`src/design/wake_pkg.sv`:
```
// Constants shared by the wake-up receiver reset and standby control.
// Assumes a single sys_clk domain; carrier arrives as a demodulated level.
package wake_pkg;
    localparam int unsigned PREAMBLE_PERIODS = 192;
    localparam int unsigned GAIN_W           = 4;
    localparam logic [3:0]  GAIN_MAX         = 4'hF;
    localparam int unsigned UP_PERIODS       = 8;
    localparam int unsigned DOWN_PERIODS     = 2;
    typedef enum logic [1:0] {
        ST_LISTEN,
        ST_ACTIVE,
        ST_AWAKE
    } mode_e;
endpackage

```
`src/design/wake_ctrl.sv`:
```
// Reset, standby listen and wake-up control of a carrier wake-up receiver.
// Assumes carrier, amplitude and period ticks arrive from other domains.
// Assumes reset pin and supply-good act asynchronously on all state.
// Release of reset is synchronised, so logic restarts on a clean edge.
//
// Function
// - Reset from power-on or reset pin
// - Reset clears counters, enters standby listen
// - Power-on reset held while supply low
// - Awake state leaves only through reset
// - Held reset keeps device powered down
// - Standby: regulation off, gain maximum
// - Standby: both active-low outputs high
// - 192 unbroken periods validate preamble, start regulation
// - First gap after preamble: wake low, data on
// - Wake stays low until reset
// - Awake: data output follows carrier presence
`timescale 1ns/1ns
`default_nettype none
module wake_ctrl
    import wake_pkg::*;
#(
    parameter int unsigned PREAMBLE_LEN = PREAMBLE_PERIODS
) (
    input  wire logic              sys_clk,
    input  wire logic              reset,
    input  wire logic              supply_good,
    input  wire logic              carrier_in,
    input  wire logic              period_tick,
    input  wire logic              amp_above_ref,
    output var  logic              data_n,
    output var  logic              wake_request_out_n,
    output var  logic              gain_regulator_en,
    output var  logic [GAIN_W-1:0] gain_step,
    output var  logic              power_down
);
    // Counter widths and stage counts of the local logic
    localparam int unsigned PRE_W    = 16;
    localparam int unsigned UP_W     = 4;
    localparam int unsigned DN_W     = 2;
    localparam int unsigned SYNC_LEN = 2;
    localparam int unsigned REL_LEN  = 3;

    // Terminal counts, one below the number of periods counted
    localparam logic [PRE_W-1:0]  PRE_LAST  = PRE_W'(PREAMBLE_LEN - 1);
    localparam logic [UP_W-1:0]   UP_LAST   = UP_W'(UP_PERIODS - 1);
    localparam logic [DN_W-1:0]   DN_LAST   = DN_W'(DOWN_PERIODS - 1);

    // Counter and gain increments, sized to their targets
    localparam logic [PRE_W-1:0]  PRE_STEP  = PRE_W'(1);
    localparam logic [UP_W-1:0]   UP_STEP   = UP_W'(1);
    localparam logic [DN_W-1:0]   DN_STEP   = DN_W'(1);
    localparam logic [GAIN_W-1:0] GAIN_STEP = GAIN_W'(1);
    localparam logic [GAIN_W-1:0] GAIN_MIN  = '0;

    // Refuse counts that the counters cannot hold
    if (PREAMBLE_LEN < 1 || PREAMBLE_LEN > (1 << PRE_W)) begin : g_bad_pre
        $error("PREAMBLE_LEN does not fit the preamble counter");
    end
    if (UP_PERIODS < 1 || UP_PERIODS > (1 << UP_W)) begin : g_bad_up
        $error("UP_PERIODS does not fit the raise counter");
    end
    if (DOWN_PERIODS < 1 || DOWN_PERIODS > (1 << DN_W)) begin : g_bad_dn
        $error("DOWN_PERIODS does not fit the lower counter");
    end
    if (GAIN_W != $bits(GAIN_MAX)) begin : g_bad_gain
        $error("GAIN_MAX width differs from GAIN_W");
    end

    // All state of the block
    typedef struct packed {
        logic [REL_LEN-1:0]  rel_sync;  // Reset release stages
        logic [SYNC_LEN-1:0] car_sync;  // Carrier level stages
        logic [SYNC_LEN-1:0] tick_sync; // Period tick stages
        logic [SYNC_LEN-1:0] amp_sync;  // Amplitude compare stages
        logic                tick_prev; // Edge detector history
        mode_e               mode;
        logic [PRE_W-1:0]    pre_cnt;
        logic [UP_W-1:0]     up_cnt;
        logic [DN_W-1:0]     dn_cnt;
        logic [GAIN_W-1:0]   gain;
        logic                data_n;
        logic                wake_n;
        logic                agc_en;
        logic                pdown;
    } state_s;

    state_s st_q;
    state_s st_d;
    logic   any_rst;  // Merged asynchronous reset
    logic   run;      // Release synchroniser done
    logic   car;      // Synchronised carrier present
    logic   tick;     // One clock per counted period
    logic   amp;      // Synchronised amplitude above reference
    logic   pre_done;
    logic   up_done;
    logic   dn_done;

    // Pin reset or low supply clears all state at once
    assign any_rst = reset | ~supply_good;

    // Synchronised views of the carrier-side inputs
    assign run      = st_q.rel_sync[REL_LEN-1];
    assign car      = st_q.car_sync[SYNC_LEN-1];
    assign amp      = st_q.amp_sync[SYNC_LEN-1];
    assign tick     = st_q.tick_sync[SYNC_LEN-1] & ~st_q.tick_prev;

    // Terminal count decodes
    assign pre_done = (st_q.pre_cnt == PRE_LAST);
    assign up_done  = (st_q.up_cnt == UP_LAST);
    assign dn_done  = (st_q.dn_cnt == DN_LAST);

    // Next state: synchronisers, mode sequence and gain regulation
    always_comb begin
        st_d           = st_q;
        // Synchronisers shift every clock; only the last stage is read
        st_d.rel_sync  = {st_q.rel_sync[REL_LEN-2:0], 1'b1};
        st_d.car_sync  = {st_q.car_sync[SYNC_LEN-2:0], carrier_in};
        st_d.tick_sync = {st_q.tick_sync[SYNC_LEN-2:0], period_tick};
        st_d.amp_sync  = {st_q.amp_sync[SYNC_LEN-2:0], amp_above_ref};
        st_d.tick_prev = st_q.tick_sync[SYNC_LEN-1];
        // Power-down ends on the first edge after release
        st_d.pdown     = 1'b0;
        if (run) begin
            unique case (st_q.mode)
                // Standby listen: count unbroken carrier periods
                ST_LISTEN: begin
                    st_d.gain   = GAIN_MAX;
                    st_d.agc_en = 1'b0;
                    st_d.data_n = 1'b1;
                    st_d.wake_n = 1'b1;
                    if (!car) begin
                        // Any break restarts the count
                        st_d.pre_cnt = '0;
                    end else if (tick) begin
                        if (pre_done) begin
                            st_d.pre_cnt = '0;
                            st_d.mode    = ST_ACTIVE;
                            st_d.agc_en  = 1'b1;
                        end else begin
                            st_d.pre_cnt = st_q.pre_cnt + PRE_STEP;
                        end
                    end
                end
                // Preamble seen: outputs idle until the start gap
                ST_ACTIVE: begin
                    st_d.wake_n = 1'b1;
                    st_d.data_n = 1'b1;
                    if (!car) begin
                        st_d.mode   = ST_AWAKE;
                        st_d.wake_n = 1'b0;
                        st_d.data_n = car;
                    end
                end
                // Awake: no way back but reset
                ST_AWAKE: begin
                    st_d.mode   = ST_AWAKE;
                    st_d.wake_n = 1'b0;
                    st_d.data_n = car;
                end
                // Unused code falls back to listening
                default: begin
                    st_d.mode = ST_LISTEN;
                end
            endcase
            // Gain regulation, one decision per counted period
            if (st_q.agc_en && tick) begin
                if (amp) begin
                    // Above reference: lower gain after the down count
                    st_d.up_cnt = '0;
                    if (dn_done) begin
                        st_d.dn_cnt = '0;
                        if (st_q.gain != GAIN_MIN) begin
                            st_d.gain = st_q.gain - GAIN_STEP;
                        end
                    end else begin
                        st_d.dn_cnt = st_q.dn_cnt + DN_STEP;
                    end
                end else begin
                    // Below reference: raise gain after the up count
                    st_d.dn_cnt = '0;
                    if (up_done) begin
                        st_d.up_cnt = '0;
                        if (st_q.gain != GAIN_MAX) begin
                            st_d.gain = st_q.gain + GAIN_STEP;
                        end
                    end else begin
                        st_d.up_cnt = st_q.up_cnt + UP_STEP;
                    end
                end
            end
        end
    end

    // State register; reset loads standby values
    always_ff @(posedge sys_clk or posedge any_rst) begin
        if (any_rst) begin
            st_q          <= '0;
            st_q.mode     <= ST_LISTEN;
            st_q.gain     <= GAIN_MAX;
            st_q.data_n   <= 1'b1;
            st_q.wake_n   <= 1'b1;
            st_q.pdown    <= 1'b1;
        end else begin
            st_q <= st_d;
        end
    end

    // Outputs straight from the state register
    assign data_n             = st_q.data_n;
    assign wake_request_out_n = st_q.wake_n;
    assign gain_regulator_en  = st_q.agc_en;
    assign gain_step          = st_q.gain;
    assign power_down         = st_q.pdown;
endmodule
`default_nettype wire

```
`config.mk`:
```
export PLATFORM = sky130hd
export DESIGN_NAME = wake_ctrl
export DESIGN_NICKNAME = d
export VERILOG_FILES = /design/src/design/wake_pkg.sv /design/src/design/wake_ctrl.sv
export SDC_FILE = /design/constraint.sdc
export NUM_CORES = 1
export LEC_CHECK = 0
export BUFFER_PORTS_ARGS = -buffer_cell sky130_fd_sc_hd__buf_2
export CAP_MARGIN = 20
export CORE_ASPECT_RATIO = 1.2
export CORE_MARGIN = 1
export CORE_UTILIZATION = 50
export DETAILED_ROUTE_END_ITERATION = 10
export GPL_ROUTABILITY_DRIVEN = 0
export PLACE_DENSITY = 0.68
export SLEW_MARGIN = 10
export SYNTH_ARGS = -nofsm -noshare
export SYNTH_HDL_FRONTEND = slang
export SYNTH_SLANG_ARGS = --single-unit
```
`constraint.sdc`:
```
create_clock -name sys_clk -period 4.6 [get_ports sys_clk]
set_clock_uncertainty 0.2 [all_clocks]
set_input_delay 0.69 -clock sys_clk [delete_from_list [all_inputs] [get_ports sys_clk]]
set_output_delay 0.69 -clock sys_clk [all_outputs]
set_load 0.05 [all_outputs]
```
== Yosys cells after proc, flatten, opt, wreduce, memory -nomap -nowiden ==
Index checks and enable logic that the tools add are counted.

* Output and inout bits: 8
* Word-level logic and storage cells: 64
* Input bits: 6
* Flip-flop bits (word level): 42

* Equal/unequal tests: 11
* Multiplexer cells: 21
* Bitwise logic cells: 4
* Reductions and logical operators: 9
* $add $sub $neg: 5

{| class="wikitable"
|+ Operators by type and width
! kind !! count
|-
| two-way mux 16 bit || 2
|-
| two-way mux 4 bit || 7
|-
| two-way mux 18 bit || 1
|-
| adder 16 x 1 -> 16 bit, second input constant || 1
|-
| == test 16 x 8 -> 1 bit, second input constant || 1
|-
| case mux 2 bit (3 select lines) || 2
|-
| two-way mux 10 bit || 1
|-
| two-way mux 2 bit || 5
|-
| adder 4 x 1 -> 4 bit, second input constant || 2
|-
| inequality test 2 bit, second input constant || 4
|-
| AND reduction 2 bit || 3
|-
| AND reduction 5 bit || 1
|-
| == test 2 x 1 -> 1 bit, second input constant || 2
|-
| == test 4 x 3 -> 1 bit, second input constant || 1
|-
| inequality test 4 bit, second input constant || 1
|-
| nonzero test 4 bit || 1
|-
| subtractor 4 x 1 -> 4 bit, second input constant || 1
|-
| two-way mux 1 bit || 3
|-
| AND reduction 3 bit || 1
|-
| nonzero test 3 bit || 1
|-
| adder 2 x 1 -> 2 bit, second input constant || 1
|-
| == test 2 bit, second input constant || 1
|-
| zero test 2 bit || 1
|-
| inequality test 2 x 1 -> 1 bit, second input constant || 1
|-
| other kinds (4) || 5
|}

== Depth between registers and ports, before layout ==
Gate-level depths: netlist of the first run.

* Depth after elaboration: 6
* Mapped depth: 7
* Mapped depth without buffers: 6

== Least setup slack after synthesis of the first run ==
Ideal clock, no wire load.

* Kind: reg-to-reg
* From: reg st_q[31] in the netlist's numbering
* To: reg st_q[27] in the netlist's numbering
* Setup time: 78 ps
* Cell stages (with the launch flop): 7
* Period minus slack after synthesis: 2,011 ps
* Data required time: 4,322 ps
* Arrival: 1,733 ps
* Buffers on the path: 0
* Path slack: 2,589 ps
* Cell sequence: dfrtp_1 inv_1 ha_1 nand2_2 a2111oi_4 or3b_1 o2bb2ai_1

* Word-level cells in the longest chain between the ends: 2

{| class="wikitable"
|+ Ends and longest elaborated chain
! element !! RTL line !! RTL
|-
| start, declared || wake_ctrl.sv:88 || <nowiki>state_s st_q;</nowiki>
|-
| start signal, assigned || wake_ctrl.sv:205 || <nowiki>st_q <= st_d;</nowiki>
|-
| zero test 2 bit || wake_ctrl.sv:125 || <nowiki>unique case (st_q.mode)</nowiki>
|-
| AND reduction 3 bit (no source line) || - ||
|}

No other way between the ends.
A chain may end at the register's enable or synchronous reset.

== Final worst setup path of the first run ==
* From: reg st_q[31] in the netlist's numbering
* To: reg st_q[25] in the netlist's numbering

Same word-level chain as after synthesis.

==> metrics.cfg, run 1 <==
[placed_design]
dp_slack_ns = 2.33
numPortBuffers = 13
place_area_um2 = 2410
dp_hpwl_mm = 3.24

[cts]
cts_inserted_buffers = 5
cts_resized = 0
cts_tree = built
clock-root-buffer = clkbuf_8
post_cts_buffers = 0
clk_latency_ns = 0.31
cts_max_path_buffers = 2
cts_num_sinks = 42
cts_hold_buf = 0
h-tree-depth = 2
clk_pin_slew_ns = 0.09

[global_route]
gr-total-overflow = 0
grt_max_degree = 23
grt_util_all_layers_pct = 21.3
antenna_found_initial = 0
grt_pass1_vias = 1752
grt_pass1_wl_mm = 8.11

[power]
ir_worst_vdd_v = 0.000154
finalPower_mw = 0.694
cellPowerDensity_nw_per_um2 = 277
p_leak_nw = 1.01

[synth]
ys_ff_latch = 42
yosys.area.top_type = dfrtp_1
synth_edf_count = 0
synth_warnings = 0
syn_area_um2 = 2320
netlist_top_cells_area = dfrtp_1 (38%), dfstp_2 (7.9%), ha_1 (4.3%)
ys.flop_type = dfrtp_1
syn_area_per_cell_um2 = 9.98
async_flop_share_pct = 100
syn_nets = 247
synth_top_area_share_pct = 37.7
syn_inst = 233
yosysSeqAreaShare_pct = 45.6
ys_types = 65

[finish]
drive_gt1_share_pct = 21.3
nNetsFinal = 257
areaGrowthSynthToFinish_pct = 7.54
design_area_um2 = 2500
fillCellCount = 403
num_antenna_cells = 0

[job]
drv_cap = 0

[setup_path]
crit_fanout = 15
start_kind = flip-flop
worst-path-buf-inv = 1
critPathRequiredTime_ns = 4.63
cp.arrival_ns = 2.33
critPathCaptureType = flip-flop
crit_family = simple AND/OR/NAND/NOR gates
cp_slowest_cell = or4_4
path_cells = inv_1 -> ha_1 -> and2_2 -> o21ai_2 -> or4_4 -> a21oi_2
crit_type = reg2reg
cpPeakStageDelay_ns = 0.56

[routing]
wire_per_inst_um = 15.0
drc = 0
vias = 1775
drt_iter0_drc = 138
first_pass_iters = 4
vias_per_cell = 5.92
ant_nets = 0
wl_mm = 4.51

[timing]
min_period_ns = 2.30
setup_tns_ns = 0
postLayoutSetupSlackWorst_ns = 2.30
slew_headroom_pct = 60.0
finalMaxSlewViolations = 0
max_freq_mhz = 435
setup_viol = 0
worst_slew_pin_slew_ns = 0.599
post-route-period-util_pct = 50.0
hold_viol = 0
grt_setup_unrepaired = false

[die]
rows = 26
initial_utilization_pct = 53.3
die_y_um = 76.7
die_w_um = 64.2
die_area_um2 = 4930
top_level_ports = 14
core_area_um2 = 4360

[worst_hold_path]
hp-class = reg2reg

[status]
status = completed

==> cell usage in the layout, fill, tap and decap left out, drive strengths merged, types with 3 or more instances in the layout <==
cell type	instances
a2111oi	3
a21oi	15
a31oi	3
buf	14
clkbuf	5
dfrtp	35
dfstp	7
ha	8
inv	12
nand2	18
nand2b	4
nand3	12
nand4	5
nor2	7
nor2b	4
nor3	6
o21ai	20
o31ai	5
or2	4
or3	5
or4	4
==> through the flow <==
| step | std cells | hold slack [ns] | util [%] |
|---|---|---|---|
| after floorplan | 233 | 0.131 | - |
| after global placement | 292 | 0.132 | 55.2 |
| after detailed placement | 292 | 0.135 | 55.2 |
| after CTS | 300 | 0.151 | 57.3 |
| after global routing | 300 | 0.155 | 57.3 |
| final | 300 | 0.144 | 57.3 |
==> sequential cells by signal (all words and copies together) (netlist names) <==
signal / flops
amp: 1
car: 1
data_n: 1
gain_regulator_en: 1
gain_step: 4
power_down: 1
run: 1
st_d: 6
st_q: 25
wake_request_out_n: 1
==> final cells by class <==
cell class              count  area, µm²  area share (%)
repair buffers             14       72.6            2.90
clock inverters             3       25.0            1.00
multi-input cells         169       1160            46.5
well taps                  56       70.1            2.80
clock buffers               5       68.8            2.75
inverters                  11       41.3            1.65
flip-flops and latches     42       1060            42.4
==> final timing paths <==
kind | slack (ns) | depth (start not counted) | endpoint | start
max reg2reg | 2.30 | 6 | st_q[25] | st_q[31]
min | 0.14 | 0 | st_d[32] | st_d[36]
min in group asynchronous | 0.29 | 2 | st_d[32] | supply_good
max in group asynchronous | 3.13 | 3 | gain_step[0] | reset
max | 2.30 | 6 | st_q[25] | st_q[31]
min reg2reg | 0.14 | 0 | st_d[32] | st_d[36]
==> routing by layer <==
layer / global-route usage [%] / share of wire [%] / vias to the layer above
met3: 4.91 / 2.6 / 10
met1: 25.8 / 45 / 847
met5: 0 / 0 / -
met4: 10.9 / 2.5 / 0
li1: - / - / 886
met2: 34.8 / 50 / 32
==> cell families after synthesis <==
logic type	count (synthesis)	synth area share [%]
multiplexers	3	1.40
other	2	0.323
AO/OA/AOI/OAI	69	21.3
flip-flops	42	45.6
AND/OR/NAND/NOR	86	22.0
buffers and inverters	22	4.74
XOR/XNOR	1	0.377
adder cells (fa/ha/maj)	8	4.31
==> cell usage after synthesis, types with 5 or more instances <==
cell type  instances
ha_1               8
or3_1              5
o31ai_1            5
nand3_1           11
inv_1             11
o21ai_0           19
buf_4              5
nand2_1           17
a21oi_1           13
dfstp_2            7
nor3_1             6
nor2_1             7
dfrtp_1           35
==> power breakdown <==
group	internal (mW)	leakage, nW	switching, mW	total [mW]
Clock	0.110	0.0447	0.139	0.248
Combinational	0.0146	0.424	0.0281	0.0427
Sequential	0.383	0.538	0.0194	0.402
Total	0.507	1.01	0.186	0.694
Power figures use the tool's default switching activity.
==> run 2: changes to the inputs <==
- ABC_AREA: not set -> 1
- clock period: 4.6 -> 2.3 ns (I/O delays scaled with it)
==> run 2 against run 1 <==
Cell count up 28%. Design area up 4.4%. Total power up 110%. Sequential share of layout area down 1.8 points. Clock-buffer cell count unchanged. Flip-flop and latch count unchanged. Die area up 1.5%. Area after synthesis up 1.6%. Worst hold slack worse by 0.12 ns. Critical path depth up 4. Synthesized cell count up 31%. Largest cell class unchanged.
==> metrics.cfg, run 2 <==
[die]
rows = 27  ; +3.8%
die_y_um = 77.3  ; +0.76%
die_area_um2 = 5000  ; +1.5%
top_level_ports = 14  ; unchanged
core_area_um2 = 4560  ; +4.6%
die_w_um = 64.7  ; +0.75%
initial_utilization_pct = 51.8  ; -1.6 points

[global_route]
grt_pass1_vias = 1788  ; +2.1%
grt_util_all_layers_pct = 20.7  ; -0.62 points
grt_max_degree = 43  ; +87%
grt_pass1_wl_mm = 7.94  ; -2.1%
gr-total-overflow = 0  ; unchanged
antenna_found_initial = 0  ; unchanged

[finish]
areaGrowthSynthToFinish_pct = 10.5
layout_commonest_cell = nand2_1
num_antenna_cells = 0  ; unchanged
layout_common_cells = nand2_1 (74), nor2_1 (40), dfrtp_1 (35)
drive_gt1_share_pct = 16.6  ; -4.7 points
fillCellCount = 438  ; +8.7%
largest-register = st_q
nNetsFinal = 338  ; +32%
largest_reg_flops = 25  ; unchanged

[synth]
synth_top_area_share_pct = 37.1  ; -0.58 points
yosysSeqAreaShare_pct = 44.9  ; -0.70 points
synth_common_cells = nand2_1 (74), nor2_1 (41), dfrtp_1 (35), inv_1 (34), nand3_1 (22)
async_flop_share_pct = 100  ; unchanged
syn_inst = 306  ; +31%
ys.flop_type = dfrtp_1
syn_area_um2 = 2360  ; +1.6%
ys_types = 33  ; -49%
yosys.cell_count.top_type = nand2_1
netlist_top_cells_area = dfrtp_1 (37%), nand2_1 (12%), dfstp_2 (7.8%)
synth_edf_count = 0  ; unchanged
yosys.area.top_type = dfrtp_1
ys_ff_latch = 42  ; unchanged
syn_area_per_cell_um2 = 7.72  ; -23%
synth_warnings = 0  ; unchanged
syn_nets = 320  ; +30%

[cts]
cts_tree = built
clk_pin_slew_ns = 0.08  ; about the same
h-tree-depth = 2  ; unchanged
clk_latency_ns = 0.29  ; -0.02 ns
clock-root-buffer = clkbuf_8
cts_resized = 0  ; unchanged
cts_num_sinks = 42  ; unchanged
cts_inserted_buffers = 5  ; unchanged
cts_max_path_buffers = 2  ; unchanged

[power]
power.net_switching_mw = 0.343  ; +84%
seq_power_share_pct = 53.7  ; -4.3 points
swShare_pct = 23.5  ; -3.4 points
cell_internal_pwr_mw = 1.12  ; +120%
pwr-share-comb_pct = 7.6  ; +1.4 points
cellPowerDensity_nw_per_um2 = 559  ; +100%
ir_worst_vdd_v = 0.000443  ; +190%
p_clk_share_pct = 38.7  ; +2.9 points
p_leak_nw = 1.27  ; +26%

[timing]
worst_slew_pin_slew_ns = 0.506  ; -0.0925 ns
grt_setup_unrepaired = false
min_period_ns = 1.96  ; -0.337 ns
max_freq_mhz = 509  ; +17%
finalMaxSlewViolations = 0  ; unchanged
slew_headroom_pct = 66.2  ; +6.3 points
hold_slack_ns = 0.0229  ; -0.121 ns
post-route-period-util_pct = 85.4  ; +35 points
setup_tns_ns = 0  ; unchanged
setup_viol = 0  ; unchanged
hold_viol = 0  ; unchanged

[worst_hold_path]
hp-class = in2async

[routing]
wire_per_inst_um = 11.6  ; -22%
drt_iter0_drc = 94  ; -32%
first_pass_iters = 4  ; unchanged
ant_nets = 0  ; unchanged
vias_per_cell = 4.94  ; -16%
drc = 0  ; unchanged
wl_mm = 4.46  ; -1.0%
vias = 1893  ; +6.6%

[setup_path]
start_kind = flip-flop
crit_fanout = 16  ; +1
critPathRequiredTime_ns = 2.28  ; -2.35 ns
cp.arrival_ns = 1.94  ; -0.39 ns
crit_type = reg2reg
critPathCaptureType = flip-flop

[placed_design]
numPortBuffers = 13  ; unchanged
dp_hpwl_mm = 3.26  ; +0.70%

[status]
status = completed

[job]
drv_cap = 0  ; unchanged

-- run 2: kinds of logic (layout without fill, tap and decap cells) --
kind of cell,Yosys count,count (layout),share of synthesized area [%]
AOI/OAI and AO/OA,34,34,8.32
xor gates and xnor gates,5,5,1.86
adders and majority gates,8,8,4.24
buffers and inverters,47,66,8.64
DFF,42,42,44.9
other,2,2,0.318
and+or+nand+nor,168,168,31.7
-- run 2: what timing repair did --
item / 4_1_cts / 5_1_grt
endpoints found under the setup margin: 0 / 0
endpoints found under the hold margin: 3 / 0
hold buffers: 3 / 0
setup buffers: 0 / 0
-- run 2: per-layer routing --
metal	GRT usage [%]	vias to the layer above	share of wire [%]
li1	-	1006	-
met1	26.9	857	47
met2	33.2	23	49
met3	3.87	7	2.1
met4	8.44	0	1.8
met5	0	-	0
-- run 2: final timing paths --
kind                             startpoint  endpoint  slack [ns]  cells after the start
worst min register to register     st_d[40]  st_d[41]        0.15                      0
worst max register to register     st_q[31]  st_q[23]        0.34                     10
min in group sys_clk               st_d[40]  st_d[41]        0.15                      0
worst max-delay path               st_q[31]  st_q[23]        0.34                     10
worst min-delay path            supply_good  st_q[10]        0.02                      4
max in group asynchronous             reset    data_n        1.50                      3
-- run 2: cell type report --
cell class / count / area [µm²] / share of cell area [%]
sequential: 42 / 1060 / 40.6
clock buffer: 5 / 68.8 / 2.64
timing repair buffer: 18 / 110 / 4.22
tap: 58 / 72.6 / 2.78
multi-input combinational: 217 / 1100 / 42.4
inverter: 40 / 153 / 5.85
clock inverter: 3 / 40.0 / 1.53
-- run 2: worst max-delay path, cell delays in order (launching register included) --
cell,delay [ns]
dfrtp_1,0.42
inv_1,0.09
ha_1,0.25
nand2_2,0.13
inv_2,0.07
nand2_4,0.18
clkinv_2,0.19
nand2_1,0.12
nor2_1,0.05
o21ai_1,0.11
nor2_1,0.05
-- run 2: power by group through the flow --
stage	registers [mW]	logic [mW]	clock network [mW]
finish	0.784	0.110	0.564
detailed placement	0.798	0.108	0
CTS	0.783	0.112	0.586
global route	0.786	0.126	0.615
floorplan	0.806	0.0729	0
global placement	0.797	0.107	0
-- run 2: metrics by stage --
stage                     util, %  worst slack (ns)  std cells  power, mW  cell area [µm²]
after floorplan                 -             0.388        306      0.879             2360
after global placement       54.2             0.433        372      0.904             2470
after detailed placement     54.2             0.369        372      0.906             2470
after CTS                    57.2             0.348        383       1.48             2610
after global routing         57.2             0.174        383       1.53             2610
final                        57.2             0.335        383       1.46             2610
